File: config.mk
export PLATFORM = sky130hd
export DESIGN_NAME = brownout_power_monitor
export DESIGN_NICKNAME = d
export VERILOG_FILES = /design/src/rtl/bpm_pkg.sv /design/src/rtl/brownout_power_monitor.sv /design/src/rtl/level_sync.sv
export VERILOG_INCLUDE_DIRS = /design/src /design/src/rtl
export SDC_FILE = /design/constraint.sdc
export NUM_CORES = 1
export LEC_CHECK = 0
export BUFFER_PORTS_ARGS = -buffer_cell sky130_fd_sc_hd__buf_2
export CAP_MARGIN = 20
export CORE_MARGIN = 10
export CORE_UTILIZATION = 54
export CTS_CLUSTER_DIAMETER = 100
export CTS_CLUSTER_SIZE = 14
export DETAILED_ROUTE_END_ITERATION = 12
export GPL_ROUTABILITY_DRIVEN = 0
export GPL_TIMING_DRIVEN = 0
export PLACE_DENSITY = 0.95
export SKIP_LAST_GASP = 1
export SYNTH_ARGS = -nofsm -noshare
export SYNTH_HDL_FRONTEND = slang
export SYNTH_SLANG_ARGS = --single-unit
File: constraint.sdc
create_clock -name aclk -period 4.7 [get_ports aclk]
set_clock_uncertainty 0.05 [all_clocks]
set_input_delay 0.47 -clock aclk [delete_from_list [all_inputs] [get_ports aclk]]
set_output_delay 0.47 -clock aclk [all_outputs]
set_load 0.005 [all_outputs]
File: src/rtl/bpm_defs.svh
`ifndef BPM_DEFS_SVH
`define BPM_DEFS_SVH

// register indices, byte address is four times the index
`define PCON_IDX 8'h87
`define PMC_IDX 8'ha3
`define CFG_IDX 8'ha4
`define GUARD_IDX 8'ha5
`define IEN_IDX 8'ha6
`define STAT_IDX 8'ha7
`define MASK_IDX 8'ha8

// power control fields
`define PCON_COLD 4

// power monitor control fields
`define PMC_DET_ON 7
`define PMC_LEVEL 6
`define PMC_RST_ON 4
`define PMC_FLAG 3
`define PMC_ABOVE 0

// configuration byte fields and erased value
`define CFG_DET_OFF 7
`define CFG_LEVEL 6
`define CFG_RST 4
`define CFG_RESET 8'hff

// interrupt enable fields
`define IEN_BROWN 5
`define IEN_GLOBAL 7

// sticky status fields
`define STAT_FALL 0
`define STAT_RISE 1
`define STAT_RST 2
`define STAT_W 3

// guard unlock keys, written in this order
`define GUARD_KEY1 8'haa
`define GUARD_KEY2 8'h55

// timing
`define CLK_PERIOD_NS 50
`define GUARD_WINDOW_NS 800
`define GUARD_WINDOW_CYC ((`GUARD_WINDOW_NS) / (`CLK_PERIOD_NS))
`define GUARD_CNT_W 5

// bus responses
`define RESP_OKAY 2'b00
`define RESP_DECERR 2'b11

`endif

File: src/rtl/bpm_pkg.sv
package bpm_pkg;

	typedef enum logic [2:0] {
		DET_OFF = 3'b001,
		DET_ABOVE = 3'b010,
		DET_BELOW = 3'b100
	} det_state_t;

	typedef enum logic [2:0] {
		GRD_IDLE = 3'b001,
		GRD_KEYED = 3'b010,
		GRD_OPEN = 3'b100
	} guard_state_t;

endpackage

File: src/rtl/brownout_power_monitor.sv
// The AXI4-Lite register port was chosen for this implementation.
`timescale 1ns/1ps
`default_nettype none
`include "bpm_defs.svh"

module brownout_power_monitor #(
	parameter int ADDR_W = 12
) (
	input wire logic aclk,
	input wire logic aresetn,
	input wire logic power_on_rst_n,
	input wire logic supply_below_level,
	output logic detector_enable,
	output logic level_select_out,
	output logic cpu_reset_req,
	output logic brownout_irq_req,
	output logic irq,
	input wire logic [ADDR_W-1:0] awaddr,
	input wire logic awvalid,
	output logic awready,
	input wire logic [31:0] wdata,
	input wire logic [3:0] wstrb,
	input wire logic wvalid,
	output logic wready,
	output logic [1:0] bresp,
	output logic bvalid,
	input wire logic bready,
	input wire logic [ADDR_W-1:0] araddr,
	input wire logic arvalid,
	output logic arready,
	output logic [31:0] rdata,
	output logic [1:0] rresp,
	output logic rvalid,
	input wire logic rready
);

	localparam logic [`GUARD_CNT_W-1:0] GUARD_LOAD = `GUARD_CNT_W'(`GUARD_WINDOW_CYC);

	function automatic logic addr_is(
		input logic [ADDR_W-1:0] a,
		input logic [7:0] idx
	);
		return a[ADDR_W-1:2] == (ADDR_W-2)'(idx);
	endfunction

	function automatic logic mapped(input logic [ADDR_W-1:0] a);
		return addr_is(a, `PCON_IDX) | addr_is(a, `PMC_IDX) |
			addr_is(a, `CFG_IDX) | addr_is(a, `GUARD_IDX) |
			addr_is(a, `IEN_IDX) | addr_is(a, `STAT_IDX) |
			addr_is(a, `MASK_IDX);
	endfunction

	// bus state
	logic aw_held_r;
	logic [ADDR_W-1:0] awaddr_r;
	logic w_held_r;
	logic [7:0] wbyte_r;
	logic wlane_r;
	logic bvalid_r;
	logic [1:0] bresp_r;
	logic rvalid_r;
	logic [31:0] rdata_r;
	logic [1:0] rresp_r;
	logic wr_go;
	logic wr_en;
	logic rd_go;
	logic [7:0] rd_byte;

	// register state
	logic cold_start_flag_r;
	logic por_prev_r;
	logic [7:0] cfg_r;
	logic detector_on_r;
	logic level_select_r;
	logic reset_on_brownout_r;
	logic brownout_event_flag_r;
	logic [7:0] ien_r;
	logic [`STAT_W-1:0] stat_r;
	logic [`STAT_W-1:0] stat_nxt;
	logic [`STAT_W-1:0] mask_r;
	bpm_pkg::guard_state_t guard_state_r;
	logic [`GUARD_CNT_W-1:0] guard_cnt_r;
	bpm_pkg::det_state_t det_state_r;
	logic cpu_reset_r;

	logic supply_above_level;
	logic ev_fall;
	logic ev_rise;
	logic wr_pcon;
	logic wr_pmc;
	logic wr_pmc_ok;
	logic wr_cfg;
	logic wr_guard;
	logic wr_ien;
	logic wr_mask;
	logic rd_stat;

	// comparator is asynchronous to aclk
	level_sync #(
		.RESET_VAL(1'b1)
	) u_supply_sync (
		.aclk(aclk),
		.aresetn(aresetn),
		.async_in(~supply_below_level),
		.sync_out(supply_above_level)
	);

	// write channels are held independently, either may arrive first
	assign awready = ~aw_held_r & ~bvalid_r;
	assign wready = ~w_held_r & ~bvalid_r;
	assign wr_go = aw_held_r & w_held_r & ~bvalid_r;
	assign wr_en = wr_go & wlane_r & mapped(awaddr_r);

	always_ff @(posedge aclk) begin
		if (!aresetn) begin
			aw_held_r <= 1'b0;
			awaddr_r <= '0;
		end else if (awvalid && awready) begin
			aw_held_r <= 1'b1;
			awaddr_r <= awaddr;
		end else if (wr_go) begin
			aw_held_r <= 1'b0;
		end
	end

	always_ff @(posedge aclk) begin
		if (!aresetn) begin
			w_held_r <= 1'b0;
			wbyte_r <= 8'h00;
			wlane_r <= 1'b0;
		end else if (wvalid && wready) begin
			w_held_r <= 1'b1;
			wbyte_r <= wdata[7:0];
			wlane_r <= wstrb[0];
		end else if (wr_go) begin
			w_held_r <= 1'b0;
		end
	end

	always_ff @(posedge aclk) begin
		if (!aresetn) begin
			bvalid_r <= 1'b0;
			bresp_r <= `RESP_OKAY;
		end else if (wr_go) begin
			bvalid_r <= 1'b1;
			bresp_r <= mapped(awaddr_r) ? `RESP_OKAY : `RESP_DECERR;
		end else if (bready) begin
			bvalid_r <= 1'b0;
		end
	end

	assign bvalid = bvalid_r;
	assign bresp = bresp_r;

	assign wr_pcon = wr_en & addr_is(awaddr_r, `PCON_IDX);
	assign wr_pmc = wr_en & addr_is(awaddr_r, `PMC_IDX);
	assign wr_cfg = wr_en & addr_is(awaddr_r, `CFG_IDX);
	assign wr_guard = wr_en & addr_is(awaddr_r, `GUARD_IDX);
	assign wr_ien = wr_en & addr_is(awaddr_r, `IEN_IDX);
	assign wr_mask = wr_en & addr_is(awaddr_r, `MASK_IDX);

	// read side answers one cycle after the address is taken
	assign arready = ~rvalid_r;
	assign rd_go = arvalid & arready;
	assign rd_stat = rd_go & addr_is(araddr, `STAT_IDX);

	always_comb begin
		rd_byte = 8'h00;
		if (addr_is(araddr, `PCON_IDX)) begin
			rd_byte[`PCON_COLD] = cold_start_flag_r;
		end else if (addr_is(araddr, `PMC_IDX)) begin
			rd_byte[`PMC_DET_ON] = detector_on_r;
			rd_byte[`PMC_LEVEL] = level_select_r;
			rd_byte[`PMC_RST_ON] = reset_on_brownout_r;
			rd_byte[`PMC_FLAG] = brownout_event_flag_r;
			rd_byte[`PMC_ABOVE] = supply_above_level;
		end else if (addr_is(araddr, `CFG_IDX)) begin
			rd_byte = cfg_r;
		end else if (addr_is(araddr, `GUARD_IDX)) begin
			rd_byte[0] = (guard_state_r == bpm_pkg::GRD_OPEN);
		end else if (addr_is(araddr, `IEN_IDX)) begin
			rd_byte[`IEN_BROWN] = ien_r[`IEN_BROWN];
			rd_byte[`IEN_GLOBAL] = ien_r[`IEN_GLOBAL];
		end else if (addr_is(araddr, `STAT_IDX)) begin
			rd_byte[`STAT_W-1:0] = stat_r;
		end else if (addr_is(araddr, `MASK_IDX)) begin
			rd_byte[`STAT_W-1:0] = mask_r;
		end
	end

	always_ff @(posedge aclk) begin
		if (!aresetn) begin
			rvalid_r <= 1'b0;
			rdata_r <= 32'h0000_0000;
			rresp_r <= `RESP_OKAY;
		end else if (rd_go) begin
			rvalid_r <= 1'b1;
			rdata_r <= {24'h00_0000, rd_byte};
			rresp_r <= mapped(araddr) ? `RESP_OKAY : `RESP_DECERR;
		end else if (rready) begin
			rvalid_r <= 1'b0;
		end
	end

	assign rvalid = rvalid_r;
	assign rdata = rdata_r;
	assign rresp = rresp_r;

	// cold flag survives warm resets, power-on sets it and a write of zero to it clears it
	always_ff @(posedge aclk) begin
		if (!power_on_rst_n) begin
			por_prev_r <= 1'b0;
			cold_start_flag_r <= 1'b0;
		end else begin
			por_prev_r <= 1'b1;
			if (!por_prev_r) begin
				cold_start_flag_r <= 1'b1;
			end else if (wr_pcon && !wbyte_r[`PCON_COLD]) begin
				cold_start_flag_r <= 1'b0;
			end
		end
	end

	// stands in for the non-volatile byte, erased state after power-on
	always_ff @(posedge aclk) begin
		if (!power_on_rst_n) begin
			cfg_r <= `CFG_RESET;
		end else if (wr_cfg) begin
			cfg_r <= wbyte_r;
		end
	end

	// unlock: key one then key two opens a short window for one write
	always_ff @(posedge aclk) begin
		if (!aresetn) begin
			guard_state_r <= bpm_pkg::GRD_IDLE;
			guard_cnt_r <= '0;
		end else begin
			case (guard_state_r)
				bpm_pkg::GRD_IDLE: begin
					if (wr_guard && wbyte_r == `GUARD_KEY1) begin
						guard_state_r <= bpm_pkg::GRD_KEYED;
					end
				end
				bpm_pkg::GRD_KEYED: begin
					if (wr_guard && wbyte_r == `GUARD_KEY2) begin
						guard_state_r <= bpm_pkg::GRD_OPEN;
						guard_cnt_r <= GUARD_LOAD;
					end else if (wr_en) begin
						guard_state_r <= bpm_pkg::GRD_IDLE;
					end
				end
				bpm_pkg::GRD_OPEN: begin
					guard_cnt_r <= guard_cnt_r - `GUARD_CNT_W'(1);
					if (wr_pmc || guard_cnt_r == '0) begin
						guard_state_r <= bpm_pkg::GRD_IDLE;
					end
				end
				default: begin
					guard_state_r <= bpm_pkg::GRD_IDLE;
				end
			endcase
		end
	end

	assign wr_pmc_ok = wr_pmc & (guard_state_r == bpm_pkg::GRD_OPEN);

	// control bits reload from the configuration byte at every warm reset
	always_ff @(posedge aclk) begin
		if (!aresetn) begin
			detector_on_r <= ~cfg_r[`CFG_DET_OFF];
			level_select_r <= ~cfg_r[`CFG_LEVEL];
			reset_on_brownout_r <= cfg_r[`CFG_RST];
		end else if (wr_pmc_ok) begin
			detector_on_r <= wbyte_r[`PMC_DET_ON];
			level_select_r <= wbyte_r[`PMC_LEVEL];
			reset_on_brownout_r <= wbyte_r[`PMC_RST_ON];
		end
	end

	// bit two is not stored, so a stray one there has no effect
	assign detector_enable = detector_on_r;
	assign level_select_out = level_select_r;

	// crossing tracker, idle while detection is off
	always_ff @(posedge aclk) begin
		if (!aresetn) begin
			det_state_r <= bpm_pkg::DET_OFF;
		end else begin
			case (det_state_r)
				bpm_pkg::DET_OFF: begin
					if (detector_on_r) begin
						det_state_r <= supply_above_level ?
							bpm_pkg::DET_ABOVE : bpm_pkg::DET_BELOW;
					end
				end
				bpm_pkg::DET_ABOVE: begin
					if (!detector_on_r) begin
						det_state_r <= bpm_pkg::DET_OFF;
					end else if (!supply_above_level) begin
						det_state_r <= bpm_pkg::DET_BELOW;
					end
				end
				bpm_pkg::DET_BELOW: begin
					if (!detector_on_r) begin
						det_state_r <= bpm_pkg::DET_OFF;
					end else if (supply_above_level) begin
						det_state_r <= bpm_pkg::DET_ABOVE;
					end
				end
				default: begin
					det_state_r <= bpm_pkg::DET_OFF;
				end
			endcase
		end
	end

	// enabling while already low gives no event: no crossing was seen
	assign ev_fall = (det_state_r == bpm_pkg::DET_ABOVE) & detector_on_r &
		~supply_above_level;
	assign ev_rise = (det_state_r == bpm_pkg::DET_BELOW) & detector_on_r &
		supply_above_level;

	always_ff @(posedge aclk) begin
		if (!aresetn) begin
			cpu_reset_r <= 1'b0;
		end else begin
			cpu_reset_r <= ev_fall & reset_on_brownout_r;
		end
	end

	assign cpu_reset_req = cpu_reset_r;

	// flag outlives warm resets, but a fall that causes a brown-out reset does not set it
	always_ff @(posedge aclk) begin
		if (!power_on_rst_n) begin
			brownout_event_flag_r <= 1'b0;
		end else if ((ev_fall && !reset_on_brownout_r) || ev_rise) begin
			brownout_event_flag_r <= 1'b1;
		end else if (wr_pmc_ok && !wbyte_r[`PMC_FLAG]) begin
			brownout_event_flag_r <= 1'b0;
		end
	end

	always_ff @(posedge aclk) begin
		if (!aresetn) begin
			ien_r <= 8'h00;
		end else if (wr_ien) begin
			ien_r <= wbyte_r;
		end
	end

	assign brownout_irq_req = brownout_event_flag_r & ien_r[`IEN_BROWN] &
		ien_r[`IEN_GLOBAL];

	// sticky events, a read clears them but a new event wins
	always_comb begin
		stat_nxt = stat_r;
		if (rd_stat) begin
			stat_nxt = '0;
		end
		if (ev_fall) begin
			stat_nxt[`STAT_FALL] = 1'b1;
		end
		if (ev_rise) begin
			stat_nxt[`STAT_RISE] = 1'b1;
		end
		if (ev_fall && reset_on_brownout_r) begin
			stat_nxt[`STAT_RST] = 1'b1;
		end
	end

	always_ff @(posedge aclk) begin
		if (!aresetn) begin
			stat_r <= '0;
		end else begin
			stat_r <= stat_nxt;
		end
	end

	always_ff @(posedge aclk) begin
		if (!aresetn) begin
			mask_r <= '0;
		end else if (wr_mask) begin
			mask_r <= wbyte_r[`STAT_W-1:0];
		end
	end

	assign irq = |(stat_r & mask_r);

endmodule

`default_nettype wire

File: src/rtl/level_sync.sv
`timescale 1ns/1ps
`default_nettype none

module level_sync #(
	parameter logic RESET_VAL = 1'b1
) (
	input wire logic aclk,
	input wire logic aresetn,
	input wire logic async_in,
	output logic sync_out
);

	logic meta_r;
	logic sync_r;

	// first stage feeds only the second
	always_ff @(posedge aclk) begin
		if (!aresetn) begin
			meta_r <= RESET_VAL;
			sync_r <= RESET_VAL;
		end else begin
			meta_r <= async_in;
			sync_r <= meta_r;
		end
	end

	assign sync_out = sync_r;

endmodule

`default_nettype wire

; ---- Word level (Yosys, flattened, before mapping)
; Cells that the tools add are included.
[op_classes]
muxes = 60
eq_ne = 31
n_addsub = 1
reduce_logical = 27
bitwise_logic = 43
[ops]
columns = cell, count
row1 = 10-bit by 8-bit == test with 1-bit output (second input constant), 14
row2 = 3-bit two-way mux, 16
row3 = 1-bit two-way mux, 32
row4 = 1-bit AND, 22
row5 = 3-bit case mux with 3 select lines, 2
row6 = 2-bit nonzero test, 9
row7 = 2-bit two-way mux, 7
row8 = 1-bit OR, 12
row9 = 5-bit case mux with 2 select lines, 1
row10 = 8-bit by 7-bit == test with 1-bit output (second input constant), 1
row11 = 8-bit == test (second input constant), 1
row12 = 1-bit logical AND, 8
row13 = 2-bit != test (second input constant), 4
row14 = 1-bit NOT, 8
row15 = 3-bit by 1-bit == test with 1-bit output (second input constant), 2
row16 = 3-bit by 2-bit == test with 1-bit output (second input constant), 2
row17 = 3-bit == test (second input constant), 2
row18 = 3-bit != test (second input constant), 2
row19 = 3-bit AND reduction, 2
row20 = 5-bit zero test, 1
row21 = 5-bit two-way mux, 1
row22 = 5-bit by 1-bit subtractor with 5-bit output (second input constant), 1
row23 = 4-bit two-way mux, 1
row24 = 2-bit by 1-bit != test with 1-bit output (second input constant), 2
row25 = other kinds (6), 9
[word_totals]
regBits = 79
in_bits = 69
out_inout_bits = 46

; ---- Depth between registers and ports, before layout
[logic_depth]
ltp_word = 13
mapped_depth = 6
mapped_depth_nobuf = 6

; ---- By module
; Synthesis repeated with hierarchy kept, for this count alone.
[hier_totals]
hier_cells = 391
area_unflattened_um2 = 3221.8
[by_module_without_submodules]
columns = module, cells_per_inst, area_per_inst_um2, seq_area_each_um2, n_inst
row1 = brownout_power_monitor, 387, 3169.3, 1371.3, 1
row2 = level_sync, 4, 52.6, 40.0, 1

; ---- Least setup slack after synthesis
; OpenSTA, ideal clock, no wires.
[synth_path]
path_kind = reg-to-reg
from = register awaddr_r[8]
to = register detector_on_r (netlist: detector_enable), enable pin
slack_ns = 2.554
t_arrival_ns = 1.741
stages_incl_launch_ff = 4
path_buffers = 0
path_cell_list = dfxtp_1 > or4b_4 > or4_4 > o31ai_1
[synth_via]
elab_chain_len = 11
[synth_lines]
columns = item, line_no
row1 = "start, declared", brownout_power_monitor.sv:55  ; logic [ADDR_W-1:0] awaddr_r;
row2 = "start signal, assigned", brownout_power_monitor.sv:120  ; awaddr_r <= awaddr;
row3 = 10-bit by 8-bit == test with 1-bit output, brownout_power_monitor.sv:43  ; return a[ADDR_W-1:2] == (ADDR_W-2)'(idx);
row4 = 1-bit OR (6 in series), brownout_power_monitor.sv:47  ; return addr_is(a, `PCON_IDX) | addr_is(a, `PMC_IDX) |
row5 = 1-bit AND, brownout_power_monitor.sv:112  ; assign wr_en = wr_go & wlane_r & mapped(awaddr_r);
row6 = 1-bit AND *, brownout_power_monitor.sv:156  ; assign wr_pmc = wr_en & addr_is(awaddr_r, `PMC_IDX);
row7 = 1-bit AND *, brownout_power_monitor.sv:266  ; assign wr_pmc_ok = wr_pmc & (guard_state_r == bpm_pkg::GRD_OPEN);
row8 = 2-bit by 1-bit != test with 1-bit output (no line) *, -
row9 = "end signal, assigned", brownout_power_monitor.sv:271  ; detector_on_r <= ~cfg_r[`CFG_DET_OFF];
row10 = "end signal, assigned", brownout_power_monitor.sv:275  ; detector_on_r <= wbyte_r[`PMC_DET_ON];
row11 = "end, declared", brownout_power_monitor.sv:73  ; logic detector_on_r;
; Every way passes the cells marked *; elsewhere a longest branch is shown, timed or not.
; A chain may end at the register's enable or synchronous reset.

; ---- Final worst setup path
[layout_path]
from = register awaddr_r[8]
to = register level_select_r (netlist: level_select_out), enable pin
[layout_via]
elab_chain_len = 11
[layout_lines]
columns = item, line_no
row1 = 10-bit by 8-bit == test with 1-bit output, brownout_power_monitor.sv:43
row2 = 1-bit OR (6 in series), brownout_power_monitor.sv:47
row3 = 1-bit AND, brownout_power_monitor.sv:112
row4 = 1-bit AND *, brownout_power_monitor.sv:156
row5 = 1-bit AND *, brownout_power_monitor.sv:266
row6 = 2-bit by 1-bit != test with 1-bit output (no line) *, -
row7 = "end signal, assigned", brownout_power_monitor.sv:272  ; level_select_r <= ~cfg_r[`CFG_LEVEL];
row8 = "end signal, assigned", brownout_power_monitor.sv:276  ; level_select_r <= wbyte_r[`PMC_LEVEL];
row9 = "end, declared", brownout_power_monitor.sv:74  ; logic level_select_r;
; Marked as above.

==> impl_metrics.csv <==
group,metric,value,unit
run_status,run_status,"finished, final reports clean",
die,io_pins,115,
route,firstDrtPassIters,5,
synth,synth_most_common_cell,"nand2_1",
sta,finalSetupViolCount,0,
sta,fmax,425,MHz
sta,rsz0062_at_grt,"no",
run,max_cap_violations,0,
hold_path,worstHoldStart,"power_on_rst_n",
layout,layout-drive-gt1-share,21.5,%
route,first_iter_violations,199,
setup_path,ff2ff_path_depth,3,
synth,synth_cell_types,61,
hold_path,hold_depth,1,
clock_tree,root_buffer,"clkbuf_8",
setup_path,max_stage_delay,570,ps
synth,synth_top_area_cell,"dfxtp_1",
sta,whs,183,ps
synth,ys_ff_latch,69,
clock_tree,tritoncts,"built",
synth,netlist_instances,402,
die,die_w,98.3,um
setup_path,crit_arrival,2290,ps
clock_tree,cts_sinks,69,
clock_tree,cts_resized,0,
clock_tree,cts.htree.levels,3,
synth,synth_area_per_cell,8.23,sq um
sta,finalHoldViolCount,0,
setup_path,crit_slowest_cell,"or4b_4",
pwr,total_power,0.00127,W
sta,fin_tns_setup,0,ps
clock_tree,clk_latency,350,ps
die,dieHeight,98.3,um
layout,area_delta_synth_final,20.3,%
setup_path,crit_required,4640,ps
layout,n_antenna_cell,0,
global_route,track_usage,16.8,%
synth,yosysTopAreaCellShare,40.0,%
placement,numPortBuffers,56,
hold_path,holdCritPathClass,"primary input to flop",
global_route,grt_max_degree,13,
route,vias_per_cell,5.39,
route,drc,0,
synth,synthTopCellsByCount,"80 x nand2_1, 66 x dfxtp_1, 36 x a21oi_1",
clock_tree,numCtsBuffers,9,
clock_tree,path_clk_slew,80,ps
global_route,grt_pass1_wl,13800,um
route,via_count,3085,
route,avgRoutedWirePerCell,14.6,um
die,core,0.00592,sq mm
pwr,ir_worst_vdd,0.247,mV
sta,max_slew_margin,48.1,%
synth,synth_ff_type,"dfxtp_1",
setup_path,r2r_slack,2350,ps
clock_tree,post-cts-setup-buffer-count,0,
sta,worstMarginPinSlew,777,ps
synth,ys.warnings.count,0,
clock_tree,cts.path.max_buffers,2,
setup_path,start_kind,"flop",
clock_tree,holdBufCountCts,0,
placement,post-dp-hpwl,6460,um
global_route,grt_pass1_vias,3081,
die,rows,28,
layout,final_cell_count_no_fill,572,
setup_path,critPathKind,"flop to flop",
synth,yosysSeqAreaShare,42.7,%
setup_path,r2r-start,"awaddr_r[8]$_SDFFE_PN0P_",
route,wl,8350,um
synth,async_reset_ff_share,0,%
synth,synth_area_leaders,"dfxtp_1 40%, nand2_1 9.1%, buf_4 6.1%",
synth,synth_edf_count,3,
layout,num-nets-final,563,
setup_path,cp_max_fo,5,
global_route,overflow,0,
global_route,antenna_found_initial,0,
setup_path,crit_chain,"or4b_4 -> or4_4 -> o31ai_1",
pwr,power.leakage,1.70,nW
placement,placedCellCount,556,
setup_path,r2r-end,"level_select_out$_DFFE_PP_",
sta,period_share,50.0,%
route,postRouteAntennaNets,0,
pwr,power.density,318,mW/mm^2
die,start_util,55.9,%
die,dieArea,0.00965,sq mm
synth,synth.cell_area,0.00331,sq mm
sta,slew_violations,0,
sta,fin_crit,2350,ps
hold_path,holdPathEnd,"por_prev_r$_DFF_P_",
setup_path,crit_path_end_kind,"flop",
==> how the worst max path moves through the flow <==
stage,start,to
floorplan,awaddr_r[8]$_SDFFE_PN0P_,detector_enable$_DFFE_PP_
CTS,awaddr_r[8]$_SDFFE_PN0P_,level_select_out$_DFFE_PP_
finish,awaddr_r[8]$_SDFFE_PN0P_,level_select_out$_DFFE_PP_
global route,awaddr_r[8]$_SDFFE_PN0P_,level_select_out$_DFFE_PP_
global placement,awaddr_r[8]$_SDFFE_PN0P_,level_select_out$_DFFE_PP_
detailed placement,awaddr_r[8]$_SDFFE_PN0P_,detector_enable$_DFFE_PP_
==> per-stage QoR <==
stage               setup WS (ps)  utilization, %  instance area, sq um
finish                       2350            67.2                  3980
global route                 2290            67.2                  3980
CTS                          2360            67.2                  3980
detailed placement           2380            63.6                  3770
global placement             2450            63.6                  3770
floorplan                    2550               -                  3390
==> critical path: cells and delay by family, from the launching register on <==
family	cells	cell delay [ps]
and+or+nand+nor	2	1120
DFF	1	340
AOI/OAI and AO/OA	1	490
==> report_power, final <==
group	switching, W	internal [W]	total, W
clock	0.000227	0.000280	0.000506
combinational	0.0000692	0.0000592	0.000128
sequential	0.0000227	0.000609	0.000632
total	0.000319	0.000948	0.00127
==> area by class of cell <==
type,count,area [sq um]
Fill cell,495,1940
Multi-Input combinational cell,302,1680
Sequential cell,69,1410
Timing Repair Buffer,56,280
Buffer,41,256
Clock buffer,12,156
Tap cell,75,93.8
Clock inverter,4,53.8
Inverter,13,48.8
==> registers in the layout, indices dropped and copies added (netlist names), 2 cells and up <==
signal,count
wbyte_r,8
cfg_r,8
guard_state_r,3
mask_r,3
rdata,8
det_state_r,3
awaddr_r,10
stat_r,3
ien_r,2
guard_cnt_r,5
==> metal layers <==
metal	routed length (um)	vias to the layer above	GRT usage, %
met5	0	-	0
met2	4140	128	29.0
li1	-	1545	-
met1	3420	1401	19.3
met3	706	11	6.27
met4	79	0	3.42
==> cell usage in the layout (no fill, tap or decap), drive strengths merged, types with 3 or more instances in the layout <==
master,count
buf,86
nand2,80
dfxtp,66
a21oi,36
nor2,28
conb,24
clkbuf,23
nand3,19
inv,14
o21ai,12
nor3,8
mux2i,7
nand2b,6
nor3b,5
nor2b,5
a22o,5
a31oi,5
nand3b,4
and2,4
or4b,4
o31ai,3
a211oi,3
nor4,3
o211ai,3
edfxtp,3
==> kinds of logic (layout without fill, tap and decap cells) <==
group / count (synthesis) / after routing / synth area share, %
compound gates: 84 / 84 / 16.3
xor+xnor: 3 / 3 / 0.795
fa+ha+maj: 2 / 2 / 0.757
buf+inv: 54 / 126 / 9.23
flops: 69 / 69 / 42.7
mux: 8 / 8 / 2.46
other cells: 1 / 24 / 0.113
simple gates: 181 / 181 / 27.6
(Power assumes the default switching activity.)
